$ cat src/rtl/amss_pkg.sv
// Constants and types shared by the asynchronous memory strobe sequencer.
// Behaviour
// - Read strobe low for bank wait states.
// - Select and address one clock before read.
// - Hold select, address after read strobe.
// - Same-bank reads: read hold, plus one if idle.
// - Different-bank reads: read hold plus idle cycles.
// - Read then write: hold plus max(idle, 4).
// - Predisable reads: hold+3 or hold+max(idle,3).
// - Address, data stable for write hold.
// - Write gaps: 1+hold to write, 3+hold to read.
// - Drive write data one clock before strobe.
// - Release data bus two clocks before read.
// - Select and address one clock before write.
// - Low acknowledge stretches access until high again.
// - One select per bank, idle when no access.
package amss_pkg;

    // ************************************************************
    // Widths and counts
    // ************************************************************
    localparam int ADDR_W    = 24;
    localparam int DATA_W    = 16;
    localparam int NUM_BANKS = 2;
    localparam int BANK_W    = 1;
    localparam int WS_W      = 5;
    localparam int CYC_W     = 3;
    localparam int GAP_W     = 6;
    localparam int REG_AW    = 5;
    localparam int REG_DW    = 32;

    // ************************************************************
    // Register map and reset values
    // ************************************************************
    localparam logic [REG_AW-1:0] REG_BTC_BASE = 5'h00;
    localparam int                REG_STRIDE   = 4;
    localparam logic [REG_AW-1:0] REG_STATUS   = 5'h10;
    localparam logic [WS_W-1:0]   WS_RESET     = 5'h1f;
    localparam logic [WS_W-1:0]   WS_MIN       = 5'h01;

    // ************************************************************
    // Gap figures in memory clocks
    // ************************************************************
    localparam logic [GAP_W-1:0] GAP_RD_WR   = 6'h04;
    localparam logic [GAP_W-1:0] GAP_PREDISABLE  = 6'h03;
    localparam logic [GAP_W-1:0] GAP_SAME_IC = 6'h01;
    localparam logic [GAP_W-1:0] GAP_WR_WR   = 6'h01;
    localparam logic [GAP_W-1:0] GAP_WR_RD   = 6'h03;
    localparam logic [GAP_W-1:0] CNT_ONE     = 6'h01;
    localparam int               DATA_OFF_LEAD = 2;

    typedef struct packed {
        logic              predisable;
        logic [CYC_W-1:0]  write_hold;
        logic [CYC_W-1:0]  idle_cycles;
        logic [CYC_W-1:0]  read_hold_cycles;
        logic [WS_W-1:0]   wait_states;
    } amss_btc_type;

    localparam amss_btc_type BTC_RESET = '{1'b0, 3'h0, 3'h0, 3'h0, WS_RESET};

    typedef struct packed {
        logic              write;
        logic [ADDR_W-1:0] addr;
        logic [DATA_W-1:0] wdata;
    } amss_req_type;

    typedef struct packed {
        logic              busy;
        logic              ack;
        logic              last_write;
        logic [BANK_W-1:0] last_bank;
    } amss_status_type;

    typedef enum logic [3:0] {
        ST_IDLE   = 4'h1,
        ST_SETUP  = 4'h2,
        ST_STROBE = 4'h4,
        ST_HOLD   = 4'h8
    } amss_state_type;

    function automatic logic [REG_AW-1:0] amss_btc_addr(input int b);
        return REG_BTC_BASE + REG_AW'(b * REG_STRIDE);
    endfunction : amss_btc_addr

endpackage : amss_pkg

$ cat src/rtl/amss_sync2.sv
// Two-flop synchroniser for pin inputs of the strobe sequencer.
`timescale 1ns/1ps
`default_nettype none
module amss_sync2 #(
    parameter int WIDTH = 1
) (
    input  wire logic             i_clk,
    input  wire logic             i_rst_b,
    input  wire logic [WIDTH-1:0] i_d,
    output logic      [WIDTH-1:0] o_q
);
    logic [WIDTH-1:0] meta;

    // The first stage feeds only the second; nothing else reads it.
    always_ff @(posedge i_clk) begin
        if (!i_rst_b) begin
            meta <= '1;
            o_q  <= '1;
        end else begin
            meta <= i_d;
            o_q  <= meta;
        end
    end
endmodule : amss_sync2
`default_nettype wire

$ cat src/rtl/amss_sequencer.sv
// Strobe sequencer that runs asynchronous external memory accesses.
//
// The register offsets and the address-and-strobe port were decided locally.
`timescale 1ns/1ps
`default_nettype none
module amss_sequencer (
    input  wire logic                           I_CLK,
    input  wire logic                           I_RST_B,
    input  wire logic                           I_REQ_VALID,
    input  wire amss_pkg::amss_req_type         I_REQ,
    output logic                                O_REQ_READY,
    output logic                                O_RD_VALID,
    output logic [amss_pkg::DATA_W-1:0]         O_RD_DATA,
    output logic [amss_pkg::NUM_BANKS-1:0]      O_BANK_SEL_N,
    output logic [amss_pkg::ADDR_W-1:0]         O_ADDR,
    output logic [amss_pkg::DATA_W-1:0]         O_DATA_OUT,
    output logic                                O_DATA_OE,
    input  wire logic [amss_pkg::DATA_W-1:0]    I_DATA_IN,
    output logic                                O_READ_STROBE_N,
    output logic                                O_WRITE_STROBE_N,
    input  wire logic                           I_ACCESS_ACK,
    input  wire logic [amss_pkg::REG_AW-1:0]    I_REG_ADDR,
    input  wire logic [amss_pkg::REG_DW-1:0]    I_REG_WDATA,
    input  wire logic                           I_REG_WR,
    input  wire logic                           I_REG_RD,
    output logic [amss_pkg::REG_DW-1:0]         O_REG_RDATA
);
    import amss_pkg::*;

    // ************************************************************
    // Declarations
    // ************************************************************
    amss_state_type          state;
    amss_state_type          next_state;
    amss_btc_type            btc [NUM_BANKS];
    amss_btc_type            cur_t;
    amss_req_type            cur;
    amss_status_type         status;
    logic                    cur_valid;
    logic [BANK_W-1:0]       cur_bank;
    logic [BANK_W-1:0]       new_bank;
    logic [BANK_W-1:0]       acc_bank;
    logic                    acc_write;
    logic                    accept;
    logic [WS_W-1:0]         ws_eff;
    logic [CYC_W-1:0]        hold_cyc;
    logic [GAP_W-1:0]        cnt;
    logic [GAP_W-1:0]        hi_cnt;
    logic [GAP_W-1:0]        hi_req;
    logic [GAP_W-1:0]        next_hi_req;
    logic                    strobe_done;
    logic                    hold_last;
    logic                    ack_s;
    logic [DATA_W-1:0]       din_s;
    logic [1:0]              cap_pend;
    logic [NUM_BANKS-1:0]    next_sel_n;
    logic [REG_DW-1:0]       next_rdata;

    // ************************************************************
    // Pin synchronisers
    // ************************************************************
    // Acknowledge and read data both come from the pins, so each passes two
    // flops; the partner must pull acknowledge low early enough to cover it.
    amss_sync2 #(
        .WIDTH (DATA_W + 1)
    ) u_pin_sync (
        .i_clk   (I_CLK),
        .i_rst_b (I_RST_B),
        .i_d     ({I_ACCESS_ACK, I_DATA_IN}),
        .o_q     ({ack_s, din_s})
    );

    // ************************************************************
    // Request decode
    // ************************************************************
    // Bank follows the top address bits; timing of the current bank is used.
    assign new_bank    = I_REQ.addr[ADDR_W-1 -: BANK_W];
    assign cur_bank    = cur.addr[ADDR_W-1 -: BANK_W];
    assign cur_t       = btc[cur_bank];
    assign O_REQ_READY = (state == ST_IDLE);
    assign accept      = I_REQ_VALID && O_REQ_READY;
    assign acc_bank    = accept ? new_bank : cur_bank;
    assign acc_write   = accept ? I_REQ.write : cur.write;
    assign ws_eff      = (cur_t.wait_states == '0) ? WS_MIN : cur_t.wait_states;
    assign hold_cyc    = cur.write ? cur_t.write_hold : cur_t.read_hold_cycles;

    // Strobe ends once the wait states ran out and acknowledge is high.
    assign strobe_done = (cnt >= GAP_W'(ws_eff) - CNT_ONE) && ack_s;
    assign hold_last   = (cnt >= GAP_W'(hold_cyc) - CNT_ONE);

    // ************************************************************
    // Strobe high time demanded by the previous access
    // ************************************************************
    // The figures come from the bank that was accessed last.
    always_comb begin
        logic [GAP_W-1:0] rh;
        logic [GAP_W-1:0] ic;
        logic [GAP_W-1:0] wh;
        logic             same;
        rh          = GAP_W'(cur_t.read_hold_cycles);
        ic          = GAP_W'(cur_t.idle_cycles);
        wh          = GAP_W'(cur_t.write_hold);
        same        = (new_bank == cur_bank);
        next_hi_req = '0;
        if (!cur_valid) begin
            next_hi_req = '0;
        end else if (cur.write) begin
            next_hi_req = wh + (I_REQ.write ? GAP_WR_WR : GAP_WR_RD);
        end else if (I_REQ.write) begin
            next_hi_req = rh + ((ic > GAP_RD_WR) ? ic : GAP_RD_WR);
        end else if (!cur_t.predisable) begin
            if (same) begin
                next_hi_req = (ic == '0) ? rh : rh + GAP_SAME_IC;
            end else begin
                next_hi_req = rh + ic;
            end
        end else if (same) begin
            next_hi_req = rh + GAP_PREDISABLE;
        end else begin
            next_hi_req = rh + ((ic > GAP_PREDISABLE) ? ic : GAP_PREDISABLE);
        end
    end

    // ************************************************************
    // Access state machine
    // ************************************************************
    // Setup lasts at least one clock, so select, address and write data
    // always lead the strobe by a clock.
    always_comb begin
        next_state = state;
        unique case (state)
            ST_IDLE: begin
                if (accept) begin
                    next_state = ST_SETUP;
                end
            end
            ST_SETUP: begin
                if (hi_cnt >= hi_req) begin
                    next_state = ST_STROBE;
                end
            end
            ST_STROBE: begin
                if (strobe_done) begin
                    next_state = (hold_cyc == '0) ? ST_IDLE : ST_HOLD;
                end
            end
            ST_HOLD: begin
                if (hold_last) begin
                    next_state = ST_IDLE;
                end
            end
            default: next_state = ST_IDLE;
        endcase
    end

    // State register.
    always_ff @(posedge I_CLK) begin
        if (!I_RST_B) begin
            state <= ST_IDLE;
        end else begin
            state <= next_state;
        end
    end

    // Captured request and the gap that its strobe must respect.
    always_ff @(posedge I_CLK) begin
        if (!I_RST_B) begin
            cur       <= '0;
            cur_valid <= 1'b0;
            hi_req    <= '0;
        end else if (accept) begin
            cur       <= I_REQ;
            cur_valid <= 1'b1;
            hi_req    <= next_hi_req;
        end
    end

    // ************************************************************
    // Counters
    // ************************************************************
    // One counter serves the strobe and hold phases; it restarts at each
    // phase change so a stretched strobe cannot eat into the hold.
    always_ff @(posedge I_CLK) begin
        if (!I_RST_B) begin
            cnt <= '0;
        end else if (state != next_state || state == ST_IDLE || state == ST_SETUP) begin
            cnt <= '0;
        end else if (cnt != '1) begin
            cnt <= cnt + CNT_ONE;
        end
    end

    // Counts strobe high cycles including the present one, saturating.
    always_ff @(posedge I_CLK) begin
        if (!I_RST_B) begin
            hi_cnt <= '0;
        end else if (state == ST_STROBE) begin
            hi_cnt <= CNT_ONE;
        end else if (hi_cnt != '1) begin
            hi_cnt <= hi_cnt + CNT_ONE;
        end
    end

    // ************************************************************
    // Pin outputs
    // ************************************************************
    // One select per bank, all inactive while idle.
    for (genvar b = 0; b < NUM_BANKS; b++) begin : g_sel
        assign next_sel_n[b] = !(next_state != ST_IDLE && acc_bank == BANK_W'(b));
    end

    // Strobes and selects are flops so the pins never glitch.
    always_ff @(posedge I_CLK) begin
        if (!I_RST_B) begin
            O_BANK_SEL_N     <= '1;
            O_READ_STROBE_N  <= 1'b1;
            O_WRITE_STROBE_N <= 1'b1;
        end else begin
            O_BANK_SEL_N     <= next_sel_n;
            O_READ_STROBE_N  <= !(next_state == ST_STROBE && !acc_write);
            O_WRITE_STROBE_N <= !(next_state == ST_STROBE && acc_write);
        end
    end

    // Address and write data load on accept and stay through the hold.
    always_ff @(posedge I_CLK) begin
        if (!I_RST_B) begin
            O_ADDR     <= '0;
            O_DATA_OUT <= '0;
        end else if (accept) begin
            O_ADDR     <= I_REQ.addr;
            O_DATA_OUT <= I_REQ.wdata;
        end
    end

    // The bus is driven from setup to the end of hold of a write only.
    always_ff @(posedge I_CLK) begin
        if (!I_RST_B) begin
            O_DATA_OE <= 1'b0;
        end else begin
            O_DATA_OE <= (next_state != ST_IDLE) && acc_write;
        end
    end

    // ************************************************************
    // Read data capture
    // ************************************************************
    // The pin is sampled on the edge the strobe rises; it then needs two
    // more edges through the synchroniser before it can be kept.
    always_ff @(posedge I_CLK) begin
        if (!I_RST_B) begin
            cap_pend   <= '0;
            O_RD_VALID <= 1'b0;
            O_RD_DATA  <= '0;
        end else begin
            cap_pend   <= {cap_pend[0], state == ST_STROBE && strobe_done && !cur.write};
            O_RD_VALID <= cap_pend[1];
            if (cap_pend[1]) begin
                O_RD_DATA <= din_s;
            end
        end
    end

    // ************************************************************
    // Register port
    // ************************************************************
    // Timing takes effect on the next access; changing it mid-access is
    // allowed but the current phase sees the new figures at once.
    for (genvar b = 0; b < NUM_BANKS; b++) begin : g_btc
        always_ff @(posedge I_CLK) begin
            if (!I_RST_B) begin
                btc[b] <= BTC_RESET;
            end else if (I_REG_WR && I_REG_ADDR == amss_btc_addr(b)) begin
                btc[b] <= I_REG_WDATA[$bits(amss_btc_type)-1:0];
            end
        end
    end

    assign status = '{(state != ST_IDLE), ack_s, cur.write, cur_bank};

    // Unmapped reads return zero.
    always_comb begin
        next_rdata = '0;
        if (I_REG_RD) begin
            for (int b = 0; b < NUM_BANKS; b++) begin
                if (I_REG_ADDR == amss_btc_addr(b)) begin
                    next_rdata = REG_DW'(btc[b]);
                end
            end
            if (I_REG_ADDR == REG_STATUS) begin
                next_rdata = REG_DW'(status);
            end
        end
    end

    // Read data stands only in the cycle after the strobe.
    always_ff @(posedge I_CLK) begin
        if (!I_RST_B) begin
            O_REG_RDATA <= '0;
        end else begin
            O_REG_RDATA <= next_rdata;
        end
    end

    // ************************************************************
    // Checks
    // ************************************************************
    logic [GAP_W-1:0] low_cnt;
    logic [GAP_W-1:0] gap_cnt;

    // Pin-side counters of strobe low and high cycles.
    always_ff @(posedge I_CLK) begin
        if (!I_RST_B) begin
            low_cnt <= '0;
            gap_cnt <= '0;
        end else begin
            low_cnt <= (O_READ_STROBE_N && O_WRITE_STROBE_N) ? '0 :
                       (low_cnt == '1) ? low_cnt : low_cnt + CNT_ONE;
            gap_cnt <= !(O_READ_STROBE_N && O_WRITE_STROBE_N) ? '0 :
                       (gap_cnt == '1) ? gap_cnt : gap_cnt + CNT_ONE;
        end
    end
endmodule : amss_sequencer
`default_nettype wire

$ cat config.mk
export PLATFORM = sky130hd
export DESIGN_NAME = amss_sequencer
export DESIGN_NICKNAME = d
export VERILOG_FILES = /design/src/rtl/amss_pkg.sv /design/src/rtl/amss_sync2.sv /design/src/rtl/amss_sequencer.sv
export SDC_FILE = /design/constraint.sdc
export NUM_CORES = 1
export LEC_CHECK = 0
export BUFFER_PORTS_ARGS = -buffer_cell sky130_fd_sc_hd__buf_2
export CAP_MARGIN = 20
export CORE_MARGIN = 4
export CORE_UTILIZATION = 55
export CTS_BUF_LIST = sky130_fd_sc_hd__clkbuf_4 sky130_fd_sc_hd__clkbuf_8
export DETAILED_ROUTE_END_ITERATION = 10
export GPL_TIMING_DRIVEN = 0
export HOLD_SLACK_MARGIN = 0.06
export MAX_ROUTING_LAYER = met4
export PLACE_DENSITY = 0.88
export SKIP_LAST_GASP = 1
export SLEW_MARGIN = 10
export SYNTH_ARGS = -nofsm -noshare
export SYNTH_HDL_FRONTEND = slang
export SYNTH_SLANG_ARGS = --single-unit
$ cat constraint.sdc
create_clock -name I_CLK -period 4.5 [get_ports I_CLK]
set_clock_uncertainty 0.15 [all_clocks]
set_input_delay 0.225 -clock I_CLK [delete_from_list [all_inputs] [get_ports I_CLK]]
set_output_delay 0.225 -clock I_CLK [all_outputs]
set_load 0.005 [all_outputs]
## Word-level counts from Yosys, hierarchy flattened

Memory sizes are Yosys's and may differ from the RTL's. A register that Yosys moved wholly into a read port is not among the register bits.
Cells that the tools add are included.

- Add/subtract/negate cells: 10
- Order comparisons: 5
- Eq/ne operators: 13
- Mux-type cells: 36
- Bitwise operators: 5
- Reduce and logical (&&, ||, !) cells: 29

Operators by type and width:

| operator | number |
|---|---|
| 15-bit 2-to-1 mux | 4 |
| 4-bit 2-to-1 mux | 9 |
| 6-bit 2-to-1 mux | 4 |
| 6-bit >= comparator | 3 |
| 4-bit one-hot mux with 4 select lines | 1 |
| 1-bit 2-to-1 mux | 13 |
| 3-bit by 3-bit adder with 4-bit output | 3 |
| 6-bit by 1-bit adder with 6-bit output (second input constant) | 2 |
| 6-bit inequality test (second input constant) | 2 |
| 1-bit logical AND | 11 |
| 5-bit zero test | 2 |
| 3-bit 2-to-1 mux | 3 |
| 4-bit by 3-bit equality test with 1-bit output (second input constant) | 2 |
| 4-bit by 1-bit inequality test with 1-bit output (second input constant) | 2 |
| 1-bit zero test | 6 |
| 3-bit zero test | 2 |
| 5-bit by 1-bit subtractor with 6-bit output (second input constant) | 1 |
| 5-bit by 3-bit equality test with 1-bit output (second input constant) | 1 |
| 5-bit equality test (second input constant) | 1 |
| 5-bit 2-to-1 mux | 1 |
| 3-bit by 1-bit adder with 4-bit output (second input constant) | 1 |
| 3-bit by 2-bit adder with 4-bit output | 1 |
| 3-bit by 2-bit adder with 4-bit output (second input constant) | 1 |
| 4-bit by 1-bit equality test with 1-bit output (second input constant) | 1 |
| other kinds (16) | 21 |

- Register bits: 154
- RAM bits: 30
- Output and inout bits: 95
- Memories: 1

Memories:

| memory | depth | bits a word | rd ports | clocked after memory_dff | wr ports | line | RTL |
|---|---|---|---|---|---|---|---|
| btc | 2 | 15 | 3 | 1 | 2 | amss_sequencer.sv:35 | `amss_btc_type btc [NUM_BANKS];` |

## Logic depth before layout (Yosys ltp)

Gate-level depths: netlist of run 1.

- Word-level depth: 11
- Depth in mapped cells: 15

## Modules after synthesis

Synthesis of run 1 repeated with hierarchy kept, for this count alone.

- Cell total of the unflattened synthesis: 770
- Area, all modules: 7,419.6 µm²

By module, submodules not included:

| module | instances | cells an instance | area each (µm²) |
|---|---|---|---|
| amss_sequencer | 1 | 699 | 6,507.5 |
| amss_sync2 | 1 | 71 | 912.1 |

## Least setup slack after synthesis of run 1

No wires, ideal clock.

- Path kind: reg-to-reg
- Start point: register with a tool-made name
- End point: register cnt[0]
- Setup time: 0.136 ns
- Data arrival time: 2.958 ns
- Data required time: 4.214 ns
- Path slack: 1.256 ns
- Cell stages (with the launch flop): 14
- Clock period less this slack: 3.244 ns
- Cell sequence: dfxtp_1 -> buf_2 -> buf_2 -> mux2i_1 -> a31oi_1 -> ha_1 -> nand2_1 -> xnor2_1 -> ha_1 -> nand3_1 -> o31ai_1 -> nand4_1 -> a21oi_1 -> nor4_1

RTL lines:

| what | line | RTL |
|---|---|---|
| end signal: assignment | amss_sequencer.sv:189 | `cnt <= cnt + CNT_ONE;` |
| end: declaration | amss_sequencer.sv:47 | `logic [GAP_W-1:0] cnt;` |

==> impl_results.rst, run 1 <==
.. list-table::
   :header-rows: 1

   * - Metric
     - Value
   * - Max Transition Viols Final
     - 0
   * - CTS buffer count
     - 17
   * - Final cell area excluding filler cells
     - 9851 sq um
   * - Number of ports placed on the die boundary
     - 195
   * - RSZ-0062 raised after global routing
     - false
   * - Post-placement cell area
     - 8564 sq um
   * - Sequential area share after synthesis
     - 0.4842
   * - Fraction of the cycle the final worst path needs
     - 0.8924
   * - Die outline area
     - 15540 sq um
   * - Leakage power
     - 4.242 nW
   * - Cell types occupying the most area after synthesis
     - dfxtp_1 (36%), edfxtp_1 (12%), nand2_1 (5.7%)
   * - PortBufs
     - 160
   * - Yosys top cell area share
     - 0.3638
   * - Met2 wire length
     - 10.06 mm
   * - Worst setup SP type
     - register
   * - Count of standard-cell rows
     - 42
   * - Number of antenna violations at the first check in global routing
     - 0
   * - Aggregate negative setup slack
     - 0 ps
   * - Number of vias per cell after detailed routing
     - between 5 and 6
   * - Count of endpoints failing hold in the final timing report
     - 0
   * - HPWL after detailed placement
     - 12.52 mm
   * - Clock input transition at the sequential cells of the worst setup and hold paths
     - 110 ps
   * - H-Tree Depth
     - 4
   * - Routability congestion estimate
     - approximately 0.87
   * - Number of nets in the final layout
     - 1185
   * - Highest routing layer actually used
     - met4
   * - Clock latency of the later-clocked register in the worst-skew pair
     - ~470 ps
   * - Diodes inserted
     - 0
   * - Fraction of final layout cells sized beyond drive strength 1
     - 0.2427
   * - Max_slew headroom
     - 0.5129
   * - TritonCTS clock tree
     - yes
   * - Highest-count cells in the layout ignoring fill and taps
     - buf_2 (169), dfxtp_1 (136), nand2_1 (114)
   * - Top_reg_cell synth
     - dfxtp_1
   * - Result of the run
     - finished clean
   * - Vias after detailed routing
     - around 6500
   * - Design Power
     - 0.003256 W
   * - Number of global-route vias before repair
     - 6625
   * - Class of the most critical setup path
     - reg -> reg
   * - Aggregate global-route resource usage
     - 0.2582
   * - Total area of multi-input combinational cells
     - between 3000 and 4000 sq um
   * - Total setup violations reported at the end of the flow
     - 0
   * - GR Overflow Total
     - 0
   * - Detailed-routed wire length on met3
     - 1.137 mm
   * - Root Driver
     - clkbuf_8
   * - Post-route antenna net violation count
     - 0
   * - Post-synthesis instance area
     - 7483 sq um
   * - Critical path fanouts, max
     - 10
   * - Required time at the endpoint of the critical path
     - 4670 ps
   * - Wire length of the first global-routing pass
     - 31.76 mm
   * - Clk sink count
     - ~170
   * - Maximum number of pins on one net before global-route repair
     - 19
   * - Width of the die
     - between 100 and 150 um
   * - Iteration count of the initial detailed-routing pass
     - 7
   * - Total Wirelength
     - 19.60 mm
   * - Syn_area_per_cell
     - 9.706 sq um
   * - Register-to-Register Setup Slack
     - 480 ps
   * - Worst Min Path Start
     - I_REQ_VALID
   * - Number of distinct standard cells referenced by the synthesized netlist
     - 54
   * - Synthesis warning total
     - 0
   * - Filler cell count in the final layout
     - around 900
   * - Number of flops mapped to enable cells by yosys
     - 30
   * - Detail-routed net length per standard cell
     - 15.82 um
   * - Initial Util
     - 0.5629
   * - Deepest clock path buffer count
     - 2
   * - CP Data Arrival Time
     - 4190 ps
   * - Time the final worst path needs with I/O delays and setup
     - 4016 ps
   * - Sort of element at the end of the critical path
     - register
   * - Max capacitance violation total
     - 0
   * - Synthesis-stage register bit count
     - 166
   * - Hold Path Class
     - in -> reg
   * - Height of the die
     - 124.6 um
   * - Worst-case vdd ir drop
     - 0.0002810 V
   * - Fmax
     - 249.0 MHz
   * - Total power divided by cell area
     - 330.6 nW/um^2
   * - Hold path cells
     - 4
   * - Detailed Route Iter0 Violations
     - 374
   * - Drc violations
     - 0
   * - Worst Max-Slew Pin Slew
     - just over 700 ps
   * - Commonest non-fill, non-tap cell in the layout
     - buf_2
   * - Most area-hungry cell type in the Yosys netlist
     - dfxtp_1
   * - Share of flip-flops with an asynchronous set or reset after synthesis
     - 0
   * - Number of standard cells after synthesis
     - 771
   * - Area used by sequential logic in the layout
     - 3623 sq um
   * - Core Area
     - between 10000 and 15000 sq um
   * - Worst R2R Path Depth
     - 13
   * - Area added between synthesis and finish
     - 31.63%
   * - M1 wire length
     - 7.656 mm
-- per-stage QoR --
step	setup slack (ps)	util	hold WS, ps	instances
2_1_floorplan	1256	-	176.5	787
3_5_place_dp	490.6	0.6442	243.6	1123
4_1_cts	397.0	0.7405	92.63	1239
6_report	484.4	0.7409	117.5	1239
5_1_grt	159.0	0.7409	102.4	1239
3_3_place_gp	497.7	0.6442	238.7	1123
-- state kept, by name (all words and copies together), names as in the netlist, named ones only --
name,count
cur,1
cur_valid,1
hi_req,4
u_pin_sync.meta,17
state,4
btc,30
cap_pend,2
O_REG_RDATA,15
O_RD_DATA,16
O_DATA_OUT,16
hi_cnt,6
O_ADDR,24
O_READ_STROBE_N,1
O_RD_VALID,1
O_WRITE_STROBE_N,1
cnt,6
O_DATA_OE,1
O_BANK_SEL_N,2
u_pin_sync.o_q,17
-- final cells by class --
| type | count | area share |
|---|---|---|
| flip-flops and latches | 166 | 0.3678 |
| inverters | 18 | 0.006859 |
| well taps | 176 | 0.02235 |
| clock buffers | 17 | 0.02375 |
| repair buffers | 244 | 0.1666 |
| clock inverters | 15 | 0.02096 |
| plain buffers | 77 | 0.04687 |
| multi-input cells | 526 | 0.3447 |
-- routing by layer --
metal,global-route usage,vias up
li1,-,3126
met1,0.2849,3045
met2,0.4418,245
met3,0.06089,66
met4,0.1199,0
met5,-,-
-- logic make-up after synthesis --
group	count (synthesis)	share of synthesized area
flops	166	0.4842
xor+xnor	17	0.01990
other cells	2	0.001004
simple gates	301	0.2045
mux	33	0.04481
fa+ha+maj	35	0.06253
buf+inv	95	0.07072
compound gates	122	0.1124
-- path summary, 6_finish.rpt --
kind                                            to
worst max-delay path                        cnt[4]
worst min-delay path                    O_ADDR[23]
worst max register to register              cnt[4]
worst min register to register  u_pin_sync.o_q[15]
-- worst max-delay path, cell delays in order (launching register included) --
cell	delay, ps
dfxtp_1	410
buf_2	300
buf_2	350
mux2i_1	170
a31oi_1	300
ha_1	250
nand2_1	80
xnor2_1	160
ha_1	290
nand3_1	110
o31ai_2	460
nand4_1	240
a21oi_1	480
nor4_1	130
-- synthesized netlist by cell type, drive strengths merged (5+ instances only) --
master  number
buf         51
a211oi       5
xnor2       10
mux2i       29
nand2b      49
ha          31
clkbuf      26
o21ai       15
o31ai        5
edfxtp      30
a21oi       20
inv         18
xor2         7
nand2      115
nor2b       21
o21a         5
nor3         6
a21boi      43
a22oi       11
nor2        41
nor4        10
nand3       17
and2        23
dfxtp      136
-- where the power goes --
part	switching (W)	internal, W	total (W)
Sequential	0.0000376	0.00157	0.00161
Clock	0.000624	0.000530	0.00115
Combinational	0.000252	0.000239	0.000491
-- timing repair --
action,4_1_cts,5_1_grt
buffers inserted,0,0
setup endpoints to repair,0,6
hold buffers,84,0
resized for setup,0,1
hold endpoints to repair,99,0
Power figures use the tool's default switching activity.
==> run 2: changes to the inputs <==
- CORE_UTILIZATION: 55 -> 53
- CTS_BUF_LIST: sky130_fd_sc_hd__clkbuf_4 sky130_fd_sc_hd__clkbuf_8 -> unset
- PLACE_DENSITY: 0.88 -> 0.85
==> impl_results.rst, run 2 (same netlist as run 1, synthesis figures left out) <==
.. list-table::
   :header-rows: 1

   * - Metric
     - Value
   * - Post-route antenna net violation count
     - 0 (unchanged)
   * - Worst setup SP type
     - register
   * - Width of the die
     - 126.8 um (+1.7%)
   * - Number of flip-flops in the largest register
     - 30 (unchanged)
   * - Total setup violations reported at the end of the flow
     - 0 (unchanged)
   * - Detailed-routed wire length on met3
     - 970 um (-15%)
   * - Vias after detailed routing
     - 6423 (-0.91%)
   * - CP Data Arrival Time
     - 4470 ps (+280 ps)
   * - Final worst slack
     - 243.0 ps (-241.4 ps)
   * - Die outline area
     - 16080 sq um (+3.5%)
   * - Fraction of final layout cells sized beyond drive strength 1
     - 0.2432 (+0.0004575)
   * - TritonCTS clock tree
     - yes
   * - Number of global-route vias before repair
     - 6356 (-4.1%)
   * - Height of the die
     - 126.8 um (+1.7%)
   * - Worst-case vdd ir drop
     - 0.0002740 V (-2.5%)
   * - Setup slack after placement
     - 415.6 ps (-74.95 ps)
   * - Hold Path Class
     - in -> reg
   * - Aggregate negative setup slack
     - 0 ps (unchanged)
   * - Count of standard-cell rows
     - 43 (+2.4%)
   * - Number of setup buffers added after CTS
     - 0 (unchanged)
   * - Initial Util
     - 0.5391 (-0.02374)
   * - Filler cell count in the final layout
     - 971 (+6.2%)
   * - Number of ports placed on the die boundary
     - 195 (unchanged)
   * - Root Driver
     - clkbuf_16
   * - PortBufs
     - 160 (unchanged)
   * - Iteration count of the initial detailed-routing pass
     - 6 (-1)
   * - Maximum number of pins on one net before global-route repair
     - 18 (-1)
   * - Required time at the endpoint of the critical path
     - 4710 ps (+40 ps)
   * - Commonest non-fill, non-tap cell in the layout
     - buf_2
   * - Fmax
     - 234.9 MHz (-5.7%)
   * - Result of the run
     - finished clean
   * - Clk sink count
     - 166 (unchanged)
   * - Largest regs
     - btc (30), O_ADDR (24)
   * - Detail-routed net length per standard cell
     - 15.30 um (-3.3%)
   * - Sort of element at the end of the critical path
     - register
   * - Class of the most critical setup path
     - reg -> reg
   * - M1 wire length
     - 7.514 mm (-1.9%)
   * - Max_slew headroom
     - 0.4653 (-0.04760)
   * - Highest-count cells in the layout ignoring fill and taps
     - buf_2 (169), dfxtp_1 (136), nand2_1 (114)
   * - H-Tree Depth
     - 4 (unchanged)
   * - Drc violations
     - 0 (unchanged)
   * - Total power divided by cell area
     - 355.0 nW/um^2 (+7.4%)
   * - Diodes inserted
     - 0 (unchanged)
   * - Area added between synthesis and finish
     - 33.54%
   * - HPWL after detailed placement
     - 12.25 mm (-2.2%)
   * - Routability congestion estimate
     - 0.8820 (+1.6%)
   * - Highest routing layer actually used
     - met4
   * - Time the final worst path needs with I/O delays and setup
     - 4257 ps (+241.4 ps)
   * - Deepest clock path buffer count
     - 2 (unchanged)
   * - Fraction of the cycle the final worst path needs
     - 0.9460 (+0.05365)
   * - Detailed Route Iter0 Violations
     - 429 (+15%)
   * - Clock input transition at the sequential cells of the worst setup and hold paths
     - 70 ps (-40 ps)
   * - Core Area
     - 13880 sq um (+4.4%)
   * - Worst Max-Slew Pin Slew
     - 779.8 ps (+69.41 ps)
   * - Count of endpoints failing hold in the final timing report
     - 0 (unchanged)
   * - Design Power
     - 0.003547 W (+8.9%)
   * - Number of vias per cell after detailed routing
     - 5.176 (-1.1%)
   * - Aggregate global-route resource usage
     - 0.2427 (-0.01552)
   * - GR Overflow Total
     - 0 (unchanged)
   * - Post-placement cell area
     - 8569 sq um (about the same)
   * - Register with the highest flop count
     - btc
   * - Max Transition Viols Final
     - 0 (unchanged)
   * - Final cell area excluding filler cells
     - 9993 sq um (+1.4%)
   * - Clock latency of the later-clocked register in the worst-skew pair
     - 430 ps (-40 ps)
   * - Number of nets in the final layout
     - 1183 (-0.17%)
   * - Critical path fanouts, max
     - 10 (unchanged)
   * - Max capacitance violation total
     - 0 (unchanged)
   * - Leakage power
     - 4.303 nW (+1.4%)
   * - Wire length of the first global-routing pass
     - 30.35 mm (-4.4%)
   * - Total Wirelength
     - 18.99 mm (-3.1%)
   * - Number of antenna violations at the first check in global routing
     - 0 (unchanged)
   * - Met2 wire length
     - 9.868 mm (-1.9%)
   * - CTS buffer count
     - 17 (unchanged)
-- run 2: cell types whose count changed in the layout (fill, tap and decap cells not counted), sizes merged --
cell and delta:
bufinv -2, clkbuf +3, clkinv -3, inv +1, dlygate4sd3 -2, clkinvlp +1
-- run 2: repair_timing --
| item | in CTS | in global routing |
|---|---|---|
| hold buffers | 82 | 0 |
| resized for setup | 0 | 1 |
| setup endpoints to repair | 0 | 7 |
| hold endpoints to repair | 99 | 0 |
-- run 2: where the power goes --
group | total (W) | internal, W | switching (W)
clock network | 0.00145 | 0.000798 | 0.000651
logic | 0.000487 | 0.000237 | 0.000250
registers | 0.00161 | 0.00158 | 0.0000348
total | 0.00355 | 0.00261 | 0.000936
-- run 2: cell type report --
| cell class | instances | area [sq um] | area share |
|---|---|---|---|
| Clock inverter | 12 | 120.1 | 0.01202 |
| Multi-Input combinational cell | 526 | 3396 | 0.3398 |
| Buffer | 77 | 461.7 | 0.04620 |
| Timing Repair Buffer | 242 | 1622 | 0.1623 |
| Inverter | 18 | 67.56 | 0.006761 |
| Sequential cell | 166 | 3623 | 0.3626 |
| Tap cell | 180 | 225.2 | 0.02254 |
| Clock buffer | 20 | 478.0 | 0.04783 |
-- run 2: worst paths after layout --
| path | startpoint | to | slack (ps) | cells after the start |
|---|---|---|---|---|
| setup / recovery | register | O_BANK_SEL_N[0] | 240 | 14 |
| hold / removal | I_REQ_VALID | O_DATA_OUT[15] | 100 | 4 |
| setup reg to reg | register | O_BANK_SEL_N[0] | 240 | 14 |
| hold reg to reg | u_pin_sync.meta[6] | u_pin_sync.o_q[6] | 260 | 1 |
-- run 2: routing by layer --
metal	GRT usage	up-vias
met4	0.1054	0
met5	-	-
met2	0.4212	237
met3	0.04295	65
met1	0.2744	3004
li1	-	3117
-- run 2: per-stage QoR --
stage	instances	hold slack, ps	util
after floorplan	787	176.5	-
after global placement	1127	238.6	0.6174
after detailed placement	1127	241.4	0.6174
after CTS	1241	77.68	0.7196
after global routing	1241	85.61	0.7199
final	1241	97.54	0.7199
-- run 2: worst max-delay path, cell delays in order (launching register included) --
cell and delay, ps:
dfxtp_1 420, buf_2 320, buf_2 360, mux2i_1 380, a31oi_1 190, ha_1 250
nand2_1 80, xnor2_1 70, ha_1 280, nand3_1 120, o31ai_2 480, nand4_1 260
nand3_2 190, nand3b_1 120, dlygate4sd3_1 540
